[src/rtl/eesm_pkg.sv]
// Package for the encoder echo and speed match block: register map, resets, limits, carriers
package eesm_pkg;

  // Bus geometry
  localparam int ADDR_W = 14;
  localparam int DATA_W = 32;

  // Register indices; byte address is four times the index
  localparam logic [11:0] IDX_PPR = 12'h15c;
  localparam logic [11:0] IDX_SMT = 12'h15e;
  localparam logic [11:0] IDX_GDEN = 12'h180;
  localparam logic [11:0] IDX_CTRL = 12'h181;
  localparam logic [11:0] IDX_SPD_CMD = 12'h182;
  localparam logic [11:0] IDX_SPD_LIMIT = 12'h183;
  localparam logic [11:0] IDX_STATUS = 12'h184;
  localparam logic [11:0] IDX_MASK = 12'h185;
  localparam logic [11:0] IDX_LIVE = 12'h186;
  localparam logic [11:0] IDX_GNUM0 = 12'h188;

  // Reset values
  localparam logic [31:0] PPR_RST = 32'h0000_09c4;
  localparam logic [15:0] SMT_RST = 16'h000a;
  localparam logic [31:0] GDEN_RST = 32'h0000_000a;
  localparam logic [31:0] GNUM_RST = 32'h0000_0010;
  localparam logic [15:0] SPD_LIMIT_RST = 16'h1388;

  // Accepted ranges
  localparam logic [31:0] PPR_MIN = 32'h0000_0004;
  localparam logic [31:0] PPR_MAX = 32'h0000_9c40;
  localparam logic [15:0] SMT_MAX = 16'h012c;
  localparam logic [31:0] GNUM_MAX = 32'h03ff_ffff;
  localparam logic [47:0] RATIO_LO_DEN = 48'h0000_0000_0032;
  localparam logic [47:0] RATIO_HI_NUM = 48'h0000_0000_6400;

  // Control bit positions
  localparam int CTRL_PT_MODE = 0;
  localparam int CTRL_SCALE_X4 = 1;
  localparam int CTRL_SRC_REG = 2;
  localparam int CTRL_ALARM_CLR = 3;
  localparam int CTRL_W = 3;

  // Status bit positions, shared by the mask
  localparam int ST_ALARM = 0;
  localparam int ST_REFUSED = 1;
  localparam int ST_MATCH = 2;
  localparam int ST_W = 3;

  // Index pulse timing
  localparam int CLK_NS = 40;
  localparam int MIN_INDEX_NS = 250000;
  localparam int MIN_INDEX_CYC = (MIN_INDEX_NS + CLK_NS - 1) / CLK_NS;

  // Speed update from the speed loop
  typedef struct packed {
    logic valid;
    logic signed [15:0] analog_cmd;
    logic signed [15:0] feedback;
  } eesm_speed_t;

  // Emulated encoder output lines
  typedef struct packed {
    logic phase_a;
    logic phase_b;
    logic index;
  } eesm_enc_t;

endpackage : eesm_pkg

[src/rtl/eesm_core.sv]
// Encoder echo, gear denominator guard, pulse frequency alarm and speed match output
`timescale 1ns/10ps
`default_nettype none

// Notes on behaviour
// Software must keep every gear numerator over the denominator strictly between 1/50 and 25600.
// A gear denominator write is refused while the servo is on in pulse position mode.
// The encoder output pulse count per revolution accepts 4 to 40000 and resets to 2500.
// The output scale select treats that count as single-phase pulses or as the total after times-4 counting.
// The index pulse lasts the computed width, but never less than 250 us.
// The pulse frequency alarm rises on an encoder fault, an output overrun or a speed above the limit.
// The speed match output is high while the absolute speed error is below the threshold.
// A zero threshold holds the speed match output low.
// The compared command is the raw user command from the analog input or a register.
// The compared feedback is the filtered motor speed.
// The threshold accepts 0 to 300 and resets to 10.
// Exactly one index pulse per revolution, aligned with the revolution start.
// The compare runs on every speed-loop update and the output follows in that update.
module eesm_core #(
  parameter int MOT_CPR = 10000,
  parameter int MIN_IDX_CYC = eesm_pkg::MIN_INDEX_CYC
) (
  // Clock and reset
  input wire logic core_clk_in,
  input wire logic rst_in,
  // APB slave
  input wire logic [eesm_pkg::ADDR_W-1:0] paddr_in,
  input wire logic psel_in,
  input wire logic penable_in,
  input wire logic pwrite_in,
  input wire logic [eesm_pkg::DATA_W-1:0] pwdata_in,
  output logic [eesm_pkg::DATA_W-1:0] prdata_out,
  output logic pready_out,
  output logic pslverr_out,
  // Drive state and speed loop
  input wire logic servo_on_in,
  input wire eesm_pkg::eesm_speed_t speed_in,
  // Motor encoder pins
  input wire logic mot_count_in,
  input wire logic mot_dir_in,
  input wire logic mot_index_in,
  input wire logic enc_fault_in,
  // Outputs to the host controller
  output eesm_pkg::eesm_enc_t enc_out,
  output logic speed_match_output_out,
  output logic pulse_frequency_alarm_out,
  output logic irq_out
);

  // Elaboration checks
  if (MOT_CPR < 1 || MOT_CPR > 1000000)
    $error("MOT_CPR out of range");
  if (MIN_IDX_CYC < 1 || MIN_IDX_CYC > 16000000)
    $error("MIN_IDX_CYC out of range");

  localparam logic [31:0] CPR = 32'(MOT_CPR);
  localparam logic [25:0] MIN_W = 26'(MIN_IDX_CYC);

  // Absolute speed error
  function automatic logic [16:0] abs_diff(input logic signed [15:0] a, input logic signed [15:0] b);
    logic signed [16:0] d;
    d = 17'(signed'({a[15], a})) - 17'(signed'({b[15], b}));
    return d[16] ? 17'(-d) : 17'(d);
  endfunction : abs_diff

  logic [31:0] ppr_q;
  logic [15:0] smt_q;
  logic [31:0] gden_q;
  logic [31:0] gnum_q [4];
  localparam int CTRL_W_L = eesm_pkg::CTRL_W;
  logic [CTRL_W_L-1:0] ctrl_q;
  logic signed [15:0] spd_cmd_q;
  logic [15:0] spd_limit_q;
  logic [eesm_pkg::ST_W-1:0] status_q;
  logic [eesm_pkg::ST_W-1:0] mask_q;
  logic [eesm_pkg::ST_W-1:0] ev;
  logic [31:0] prdata_q;
  logic [3:0] sync1_q;
  logic [3:0] sync2_q;
  logic [3:0] sync3_q;
  logic [31:0] acc_q;
  logic [1:0] quad_q;
  logic [23:0] per_cnt_q;
  logic [23:0] per_q;
  logic [25:0] idx_cnt_q;
  logic alarm_q;
  logic match_q;
  logic [3:0] ratio_ok;

  //////////////////////////////////////////////////////////////////////////////
  // APB decode

  logic [11:0] idx;
  logic access;
  logic setup;
  logic wr;
  logic err;
  logic refused_gden;
  logic mapped;
  logic [2:0] gnum_sel;
  logic gnum_hit;
  assign idx = paddr_in[13:2];
  assign setup = psel_in & ~penable_in;
  assign access = psel_in & penable_in;
  assign pready_out = 1'b1;
  assign gnum_sel = 3'(idx - eesm_pkg::IDX_GNUM0);
  // Exact numerator window; the narrow select alone would alias higher indices
  assign gnum_hit = idx >= eesm_pkg::IDX_GNUM0 && idx <= eesm_pkg::IDX_GNUM0 + 12'h3;

  // Mapped addresses
  always_comb
  begin
    mapped = (paddr_in[1:0] == 2'b00) && (idx == eesm_pkg::IDX_PPR || idx == eesm_pkg::IDX_SMT ||
             idx == eesm_pkg::IDX_GDEN || idx == eesm_pkg::IDX_CTRL || idx == eesm_pkg::IDX_SPD_CMD ||
             idx == eesm_pkg::IDX_SPD_LIMIT || idx == eesm_pkg::IDX_STATUS || idx == eesm_pkg::IDX_MASK ||
             idx == eesm_pkg::IDX_LIVE || gnum_hit);
  end

  // Refusals: locked denominator and out-of-range values
  assign refused_gden = pwrite_in && idx == eesm_pkg::IDX_GDEN && servo_on_in
                        && ctrl_q[eesm_pkg::CTRL_PT_MODE];
  always_comb
  begin
    err = !mapped || refused_gden;
    if (pwrite_in)
    begin
      if (idx == eesm_pkg::IDX_PPR && (pwdata_in < eesm_pkg::PPR_MIN || pwdata_in > eesm_pkg::PPR_MAX))
        err = 1'b1;
      if (idx == eesm_pkg::IDX_SMT && pwdata_in > 32'(eesm_pkg::SMT_MAX))
        err = 1'b1;
      if (idx == eesm_pkg::IDX_GDEN && (pwdata_in == 32'h0 || pwdata_in[31]))
        err = 1'b1;
      if (gnum_hit && (pwdata_in == 32'h0 || pwdata_in > eesm_pkg::GNUM_MAX))
        err = 1'b1;
    end
  end
  assign pslverr_out = access & err;
  assign wr = access & pwrite_in & ~err;

  // Configuration registers
  always_ff @(posedge core_clk_in or posedge rst_in)
  begin
    if (rst_in)
    begin
      ppr_q <= eesm_pkg::PPR_RST;
      smt_q <= eesm_pkg::SMT_RST;
      gden_q <= eesm_pkg::GDEN_RST;
      ctrl_q <= '0;
      spd_cmd_q <= '0;
      spd_limit_q <= eesm_pkg::SPD_LIMIT_RST;
      mask_q <= '0;
    end
    else if (wr)
    begin
      unique case (idx)
        eesm_pkg::IDX_PPR: ppr_q <= pwdata_in;
        eesm_pkg::IDX_SMT: smt_q <= pwdata_in[15:0];
        eesm_pkg::IDX_GDEN: gden_q <= pwdata_in;
        eesm_pkg::IDX_CTRL: ctrl_q <= pwdata_in[CTRL_W_L-1:0];
        eesm_pkg::IDX_SPD_CMD: spd_cmd_q <= pwdata_in[15:0];
        eesm_pkg::IDX_SPD_LIMIT: spd_limit_q <= pwdata_in[15:0];
        eesm_pkg::IDX_MASK: mask_q <= pwdata_in[eesm_pkg::ST_W-1:0];
        default: ;
      endcase
    end
  end

  // Gear numerators and ratio check per numerator
  for (genvar i = 0; i < 4; i++)
  begin : g_gnum
    always_ff @(posedge core_clk_in or posedge rst_in)
    begin
      if (rst_in)
        gnum_q[i] <= eesm_pkg::GNUM_RST;
      else if (wr && idx == eesm_pkg::IDX_GNUM0 + 12'(i))
        gnum_q[i] <= pwdata_in;
    end
    assign ratio_ok[i] = (48'(gnum_q[i]) * eesm_pkg::RATIO_LO_DEN > 48'(gden_q))
                         && (48'(gnum_q[i]) < 48'(gden_q) * eesm_pkg::RATIO_HI_NUM);
  end

  // Read data, captured in the setup phase
  always_ff @(posedge core_clk_in or posedge rst_in)
  begin
    if (rst_in)
      prdata_q <= '0;
    else if (setup)
    begin
      prdata_q <= '0;
      if (gnum_hit)
        prdata_q <= gnum_q[gnum_sel[1:0]];
      else if (mapped)
      begin
        unique case (idx)
          eesm_pkg::IDX_PPR: prdata_q <= ppr_q;
          eesm_pkg::IDX_SMT: prdata_q <= 32'(smt_q);
          eesm_pkg::IDX_GDEN: prdata_q <= gden_q;
          eesm_pkg::IDX_CTRL: prdata_q <= 32'(ctrl_q);
          eesm_pkg::IDX_SPD_CMD: prdata_q <= 32'({16'h0, spd_cmd_q});
          eesm_pkg::IDX_SPD_LIMIT: prdata_q <= 32'(spd_limit_q);
          eesm_pkg::IDX_STATUS: prdata_q <= 32'(status_q | ev); // Setup-cycle events are reported before the clear
          eesm_pkg::IDX_MASK: prdata_q <= 32'(mask_q);
          eesm_pkg::IDX_LIVE: prdata_q <= {26'h0, &ratio_ok, idx_cnt_q != 26'h0, servo_on_in, alarm_q,
                                           speed_match_output_out, 1'b0};
          default: ;
        endcase
      end
    end
  end
  assign prdata_out = prdata_q;

  //////////////////////////////////////////////////////////////////////////////
  // Pin synchronisers: count, dir, index, fault

  always_ff @(posedge core_clk_in or posedge rst_in)
  begin
    if (rst_in)
    begin
      sync1_q <= '0;
      sync2_q <= '0;
      sync3_q <= '0;
    end
    else
    begin
      sync1_q <= {enc_fault_in, mot_index_in, mot_dir_in, mot_count_in};
      sync2_q <= sync1_q;
      sync3_q <= sync2_q;
    end
  end

  logic cnt_evt;
  logic idx_evt;
  logic fault_s;
  assign cnt_evt = sync2_q[0] & ~sync3_q[0];
  assign idx_evt = sync2_q[2] & ~sync3_q[2];
  assign fault_s = sync2_q[3];

  //////////////////////////////////////////////////////////////////////////////
  // Encoder echo: rate multiplier from motor counts to quadrature edges

  logic [31:0] incr;
  logic [32:0] acc_sum;
  logic step;
  logic overrun;
  assign incr = ctrl_q[eesm_pkg::CTRL_SCALE_X4] ? ppr_q : {ppr_q[29:0], 2'b00};
  assign acc_sum = 33'(acc_q) + 33'(incr);
  assign step = cnt_evt && acc_sum >= 33'(CPR);
  assign overrun = cnt_evt && acc_sum >= 33'({CPR, 1'b0});

  // Accumulator, reset at the revolution start to align the index
  always_ff @(posedge core_clk_in or posedge rst_in)
  begin
    if (rst_in)
      acc_q <= '0;
    else if (idx_evt)
      acc_q <= '0;
    else if (step)
      acc_q <= 32'(acc_sum - 33'(CPR));
    else if (cnt_evt)
      acc_q <= acc_sum[31:0];
  end

  // Quadrature state, gray sequence on phase a and b
  always_ff @(posedge core_clk_in or posedge rst_in)
  begin
    if (rst_in)
      quad_q <= '0;
    else if (step)
      quad_q <= sync2_q[1] ? quad_q - 2'h1 : quad_q + 2'h1;
  end

  // Edge period measurement for the computed index width
  always_ff @(posedge core_clk_in or posedge rst_in)
  begin
    if (rst_in)
    begin
      per_cnt_q <= '0;
      per_q <= '0; // No period measured yet: minimum index width
    end
    else if (step)
    begin
      per_cnt_q <= '0;
      per_q <= per_cnt_q;
    end
    else if (per_cnt_q != 24'hff_ffff)
      per_cnt_q <= per_cnt_q + 24'h1;
  end

  // Index pulse: one per revolution, four edge periods or the minimum
  logic [25:0] calc_w;
  assign calc_w = {per_q, 2'b00};
  always_ff @(posedge core_clk_in or posedge rst_in)
  begin
    if (rst_in)
      idx_cnt_q <= '0;
    else if (idx_evt && idx_cnt_q == 26'h0)
      idx_cnt_q <= (calc_w > MIN_W) ? calc_w : MIN_W;
    else if (idx_cnt_q != 26'h0)
      idx_cnt_q <= idx_cnt_q - 26'h1;
  end

  assign enc_out.phase_a = quad_q[1];
  assign enc_out.phase_b = quad_q[1] ^ quad_q[0];
  assign enc_out.index = idx_cnt_q != 26'h0;

  //////////////////////////////////////////////////////////////////////////////
  // Pulse frequency alarm, latched until cleared through control

  logic [15:0] fb_abs;
  logic over_speed;
  logic alarm_set;
  logic alarm_clr;
  assign fb_abs = speed_in.feedback[15] ? 16'(-speed_in.feedback) : speed_in.feedback;
  assign over_speed = speed_in.valid && spd_limit_q != 16'h0 && fb_abs > spd_limit_q;
  assign alarm_set = fault_s | overrun | over_speed;
  assign alarm_clr = wr && idx == eesm_pkg::IDX_CTRL && pwdata_in[eesm_pkg::CTRL_ALARM_CLR];
  always_ff @(posedge core_clk_in or posedge rst_in)
  begin
    if (rst_in)
      alarm_q <= 1'b0;
    else if (alarm_set)
      alarm_q <= 1'b1;
    else if (alarm_clr)
      alarm_q <= 1'b0;
  end
  assign pulse_frequency_alarm_out = alarm_q;

  //////////////////////////////////////////////////////////////////////////////
  // Speed match on every speed-loop update

  logic signed [15:0] cmd_sel;
  logic [16:0] err_abs;
  assign cmd_sel = ctrl_q[eesm_pkg::CTRL_SRC_REG] ? spd_cmd_q : speed_in.analog_cmd;
  assign err_abs = abs_diff(cmd_sel, speed_in.feedback);
  always_ff @(posedge core_clk_in or posedge rst_in)
  begin
    if (rst_in)
      match_q <= 1'b0;
    else if (speed_in.valid)
      match_q <= smt_q != 16'h0 && err_abs < 17'(smt_q);
  end
  assign speed_match_output_out = match_q && smt_q != 16'h0;

  //////////////////////////////////////////////////////////////////////////////
  // Sticky status, cleared by reading it; a new event wins over the clear

  logic match_prev_q;
  logic rd_clr;
  always_ff @(posedge core_clk_in or posedge rst_in)
  begin
    if (rst_in)
      match_prev_q <= 1'b0;
    else
      match_prev_q <= speed_match_output_out;
  end
  always_comb
  begin
    ev = '0;
    ev[eesm_pkg::ST_ALARM] = alarm_set & ~alarm_q;
    ev[eesm_pkg::ST_REFUSED] = access & refused_gden;
    ev[eesm_pkg::ST_MATCH] = speed_match_output_out & ~match_prev_q;
  end
  assign rd_clr = access && !pwrite_in && idx == eesm_pkg::IDX_STATUS && mapped;
  always_ff @(posedge core_clk_in or posedge rst_in)
  begin
    if (rst_in)
      status_q <= '0;
    else
      status_q <= (rd_clr ? '0 : status_q) | ev;
  end
  assign irq_out = |(status_q & mask_q);

  //////////////////////////////////////////////////////////////////////////////
  // Assertions

  logic [25:0] z_len_q;
  always_ff @(posedge core_clk_in or posedge rst_in)
  begin
    if (rst_in)
      z_len_q <= '0;
    else if (enc_out.index)
      z_len_q <= z_len_q + 26'h1;
    else
      z_len_q <= '0;
  end

  AST_GDEN_LOCK: assert property (@(posedge core_clk_in) disable iff (rst_in)
    access && refused_gden |=> $stable(gden_q) && status_q[eesm_pkg::ST_REFUSED])
    else $error("denominator changed while locked");
  AST_PPR_RANGE: assert property (@(posedge core_clk_in) disable iff (rst_in)
    ppr_q >= eesm_pkg::PPR_MIN && ppr_q <= eesm_pkg::PPR_MAX)
    else $error("pulse count out of range");
  AST_SCALE: assert property (@(posedge core_clk_in) disable iff (rst_in)
    !ctrl_q[eesm_pkg::CTRL_SCALE_X4] |-> incr == {ppr_q[29:0], 2'b00})
    else $error("single phase scale wrong");
  AST_INDEX_MIN: assert property (@(posedge core_clk_in) disable iff (rst_in)
    $fell(enc_out.index) |-> z_len_q >= MIN_W)
    else $error("index pulse too short");
  AST_INDEX_CAUSE: assert property (@(posedge core_clk_in) disable iff (rst_in)
    $rose(enc_out.index) |-> $past(idx_evt) && acc_q == 32'h0)
    else $error("index without revolution start");
  AST_ALARM: assert property (@(posedge core_clk_in) disable iff (rst_in)
    fault_s |=> pulse_frequency_alarm_out ##1 (pulse_frequency_alarm_out || $past(alarm_clr)))
    else $error("alarm missing on encoder fault");
  AST_MATCH: assert property (@(posedge core_clk_in) disable iff (rst_in)
    speed_in.valid && smt_q != 16'h0 && err_abs < 17'(smt_q) && !$changed(smt_q)
    ##1 $stable(smt_q) |-> speed_match_output_out)
    else $error("speed match not raised");
  AST_ZERO: assert property (@(posedge core_clk_in) disable iff (rst_in)
    smt_q == 16'h0 |-> !speed_match_output_out)
    else $error("speed match high with zero threshold");
  AST_SRC: assert property (@(posedge core_clk_in) disable iff (rst_in)
    speed_in.valid && ctrl_q[eesm_pkg::CTRL_SRC_REG] && abs_diff(spd_cmd_q, speed_in.feedback) >= 17'(smt_q)
    |=> !match_q)
    else $error("register command not used");
  AST_FB: assert property (@(posedge core_clk_in) disable iff (rst_in)
    speed_in.valid && cmd_sel == speed_in.feedback && smt_q != 16'h0 |=> match_q)
    else $error("feedback not compared");
  AST_HOLD: assert property (@(posedge core_clk_in) disable iff (rst_in)
    !speed_in.valid |=> $stable(match_q))
    else $error("match changed outside update");

  COV_INDEX: cover property (@(posedge core_clk_in) disable iff (rst_in) $fell(enc_out.index));
  COV_MATCH: cover property (@(posedge core_clk_in) disable iff (rst_in) $rose(speed_match_output_out));
  COV_REFUSE: cover property (@(posedge core_clk_in) disable iff (rst_in) access && refused_gden);
  COV_IRQ: cover property (@(posedge core_clk_in) disable iff (rst_in) $rose(irq_out));

endmodule : eesm_core

`default_nettype wire

[config.mk]
export PLATFORM = sky130hd
export DESIGN_NAME = eesm_core
export DESIGN_NICKNAME = d
export VERILOG_FILES = /design/src/rtl/eesm_pkg.sv /design/src/rtl/eesm_core.sv
export SDC_FILE = /design/constraint.sdc
export NUM_CORES = 2
export LEC_CHECK = 0
export BUFFER_PORTS_ARGS = -buffer_cell sky130_fd_sc_hd__buf_2
export CORE_MARGIN = 1
export CORE_UTILIZATION = 40
export DETAILED_ROUTE_END_ITERATION = 16
export MAX_ROUTING_LAYER = met4
export SYNTH_ARGS = -nofsm -noshare
export SYNTH_HDL_FRONTEND = slang
export SYNTH_SLANG_ARGS = --single-unit
[constraint.sdc]
create_clock -name core_clk_in -period 12.88 [get_ports core_clk_in]
set_clock_uncertainty 0.05 [all_clocks]
set_input_delay 1.288 -clock core_clk_in [delete_from_list [all_inputs] [get_ports core_clk_in]]
set_output_delay 1.288 -clock core_clk_in [all_outputs]
set_load 0.02 [all_outputs]
==> results.txt <==
RSZ-0062 raised after global routing - no
Synthesized Nets - 6019
clock sink count - 402
DIE AREA - 113900 µm²
hpwl dp - 114800 µm
share of cells above drive strength 1 - 0.1016
IO Port Bufs - 127
Slew Viols, Final - 0
Clock Tree Buf Depth - 3
ys async rst share - 1.000
pre-CTS setup slack - 5.475 ns
I/O pins - 129
GRT busiest layer - met2
initial core utilization - 0.4050
Critical Path End Type - flip-flop
Detail Route Antenna Nets - 0
routed vias - 37517
vias in the first global route - 36709
Hold-fix buffers, CTS - 0
synth top area cells - ha_1 22%, dfrtp_1 21%, inv_1 6.4%
Fin Setup TNS - 0 ns
WP data arrival - 7.75 ns
Worst-Skew Late Latency - 0.66 ns
fin cells - 6610
fin crit share - 0.5682
Synth Register Bits - 402
Max Cap Viol - 0
Synth-to-Final Area Change - 9.072%
EDFF count, synth - 0
Mean Syn Cell Area - 9.012 µm²
DRT Wirelength - 142300 µm
CP max-delay cell - or4b_1
Max Fclk - 0.1367 GHz
crit-path max FO - 6
Synth area leader - ha_1
drt first-iter violations - 2786
Hold Vio Cnt, Final - 0
CORE AREA - 111100 µm²
Syn Inst Count - 4994
Num CTS Buffers - 50
VDD IR max - 109.6 µV
worst hold path type - flip-flop to flip-flop
kind of critical path - flip-flop to flip-flop
sequential share of the synthesized area - 0.2240
Cell Rows - 122
Pleak - 25.33 nW
routing usage on met3 - 0.03407
# setup viols final - 0
routed len/inst - 21.53 µm
PwrDens - 69.79 nW/µm²
CP most frequent cell - ha_1
H-Tree Depth - 2
CP required - 13.31 ns
WHS - 0.2988 ns
worst-margin pin slew - 1.270 ns
RePlAce Congestion - 0.9803
Overall Global Routing Usage - 0.2550
outcome - finished, final reports clean
vias per inst - 5.676
Chip Height - 337.4 µm
chip width - 337.4 µm
met1 GRT Util - 0.3348
largest net degree at the start of global routing - 139
Root Driver - clkbuf_16
Post-Place Cells - 6501
Max stage delay on crit path - 0.55 ns
Post-CTS Setup Inserts - 0
Yosys top cell area share - 0.2221
PostCTS Resize Cnt - 0
CTS tree - yes
startpoint types - flip-flop
PnR worst setup slack - 5.562 ns
top_reg_cell synth - dfrtp_1
Initial DRT Pass Iterations - 6
initial antenna violation count - 16
Yosys warning count - 0
# nets final - 6090
Cell Area, Synth - 45000 µm²
Worst-path clk slew - 0.06 ns
worst-case headroom to the max-slew limit - 0.1312
GRT met2 Usage - 0.4110
count leader, synth - ha_1
min Tclk post-route - 7.318 ns
# fillers - 11082
Synth top cells by count - 799 x ha_1, 767 x inv_1, 384 x dfrtp_1
Pwr Total - 3.426 mW
remaining routing DRC violations - 0
first-pass GRT wire length - 216600 µm
global route overflow - 0
Yosys cell types - 97
report_power, final:
group          switching, mW  leakage, nW  internal [mW]
registers             0.0555         5.23           1.32
clock network          0.645        0.867          0.904
logic                  0.310         19.2          0.188
total                   1.01         25.3           2.42
final cells by class:
type	count	area (µm²)	area share
inverter	767	2887	0.05880
timing repair buffer	155	858.3	0.01749
clock inverter	31	440.4	0.008972
clock buffer	63	1360	0.02771
tap	1488	1862	0.03793
multi-input combinational	3689	31560	0.6429
antenna	15	37.54	0.0007647
sequential	402	10080	0.2054
cell families (layout without fill, tap and decap cells):
group                      after synthesis  after routing  share of synthesized area
muxes                                  309            309                    0.08505
xor gates and xnor gates               242            242                    0.04710
AOI/OAI and AO/OA                     1169           1169                     0.1693
other                                    1             16                 0.00008333
adders and majority gates              936            936                     0.2831
DFF                                    402            402                     0.2240
and+or+nand+nor                       1032           1032                     0.1149
buffers and inverters                  903           1016                    0.07645
sequential cells by signal (all words and copies together) (netlist names), 16 cells and up:
name         flops
gnum_q         128
spd_cmd_q       16
prdata_out      32
idx_cnt_q       26
gden_q          32
per_cnt_q       24
spd_limit_q     16
ppr_q           32
acc_q           32
smt_q           16
per_q           24
stage by stage:
step,utilization,cell area (µm²)
final,0.4417,49090
after CTS,0.4414,49050
after global routing,0.4417,49080
after global placement,0.4252,47250
after floorplan,-,45000
after detailed placement,0.4252,47250
routing by layer:
layer	up-vias	share of wire
li1	17895	-
met1	18462	0.45
met2	947	0.46
met3	213	0.056
met4	0	0.030
met5	-	0
placed cells by master, fill, tap and decap left out, types with 17 or more instances in the layout:
cell type,n
or3_1,23
o31ai_1,30
or2_2,17
nand2b_1,40
o21ai_0,250
mux2_2,171
and2_1,39
dfrtp_1,384
or4_1,18
buf_2,127
a21o_1,135
nor2b_1,36
nand3_1,81
fa_1,137
buf_4,27
nor4_1,40
inv_1,766
and3_1,29
nor3_1,65
dfstp_2,18
mux2_1,96
a222oi_1,19
a21oi_1,325
clkbuf_16,50
a22oi_1,23
a211oi_1,46
a31oi_1,37
o21bai_1,27
o211ai_1,30
xnor2_1,150
ha_1,799
nor2_1,272
xor2_1,92
nand2_1,234
nand4_1,73
o21a_1,38
mux4_2,32
path summary, 6_finish.rpt:
check / cells after the start / slack (ns) / end / startpoint
max reg2reg: 27 / 5.56 / prdata_out[5] / gnum_q[76]
min: 0 / 0.30 / sync2_q[2] / sync1_q[2]
min in group asynchronous: 2 / 0.66 / acc_q[28] / rst_in
max in group asynchronous: 4 / 10.23 / gnum_q[103] / rst_in
min reg2reg: 0 / 0.30 / sync2_q[2] / sync1_q[2]
max: 27 / 5.56 / prdata_out[5] / gnum_q[76]
critical path: cells and delay by family (launching register included):
family | cells | cell delay [ns]
compound gates | 8 | 1.81
xor+xnor | 1 | 0.09
fa+ha+maj | 5 | 1.76
buf+inv | 2 | 0.09
flops | 1 | 0.48
simple gates | 11 | 2.84
Note: power is estimated with default switching activity, not from simulation.
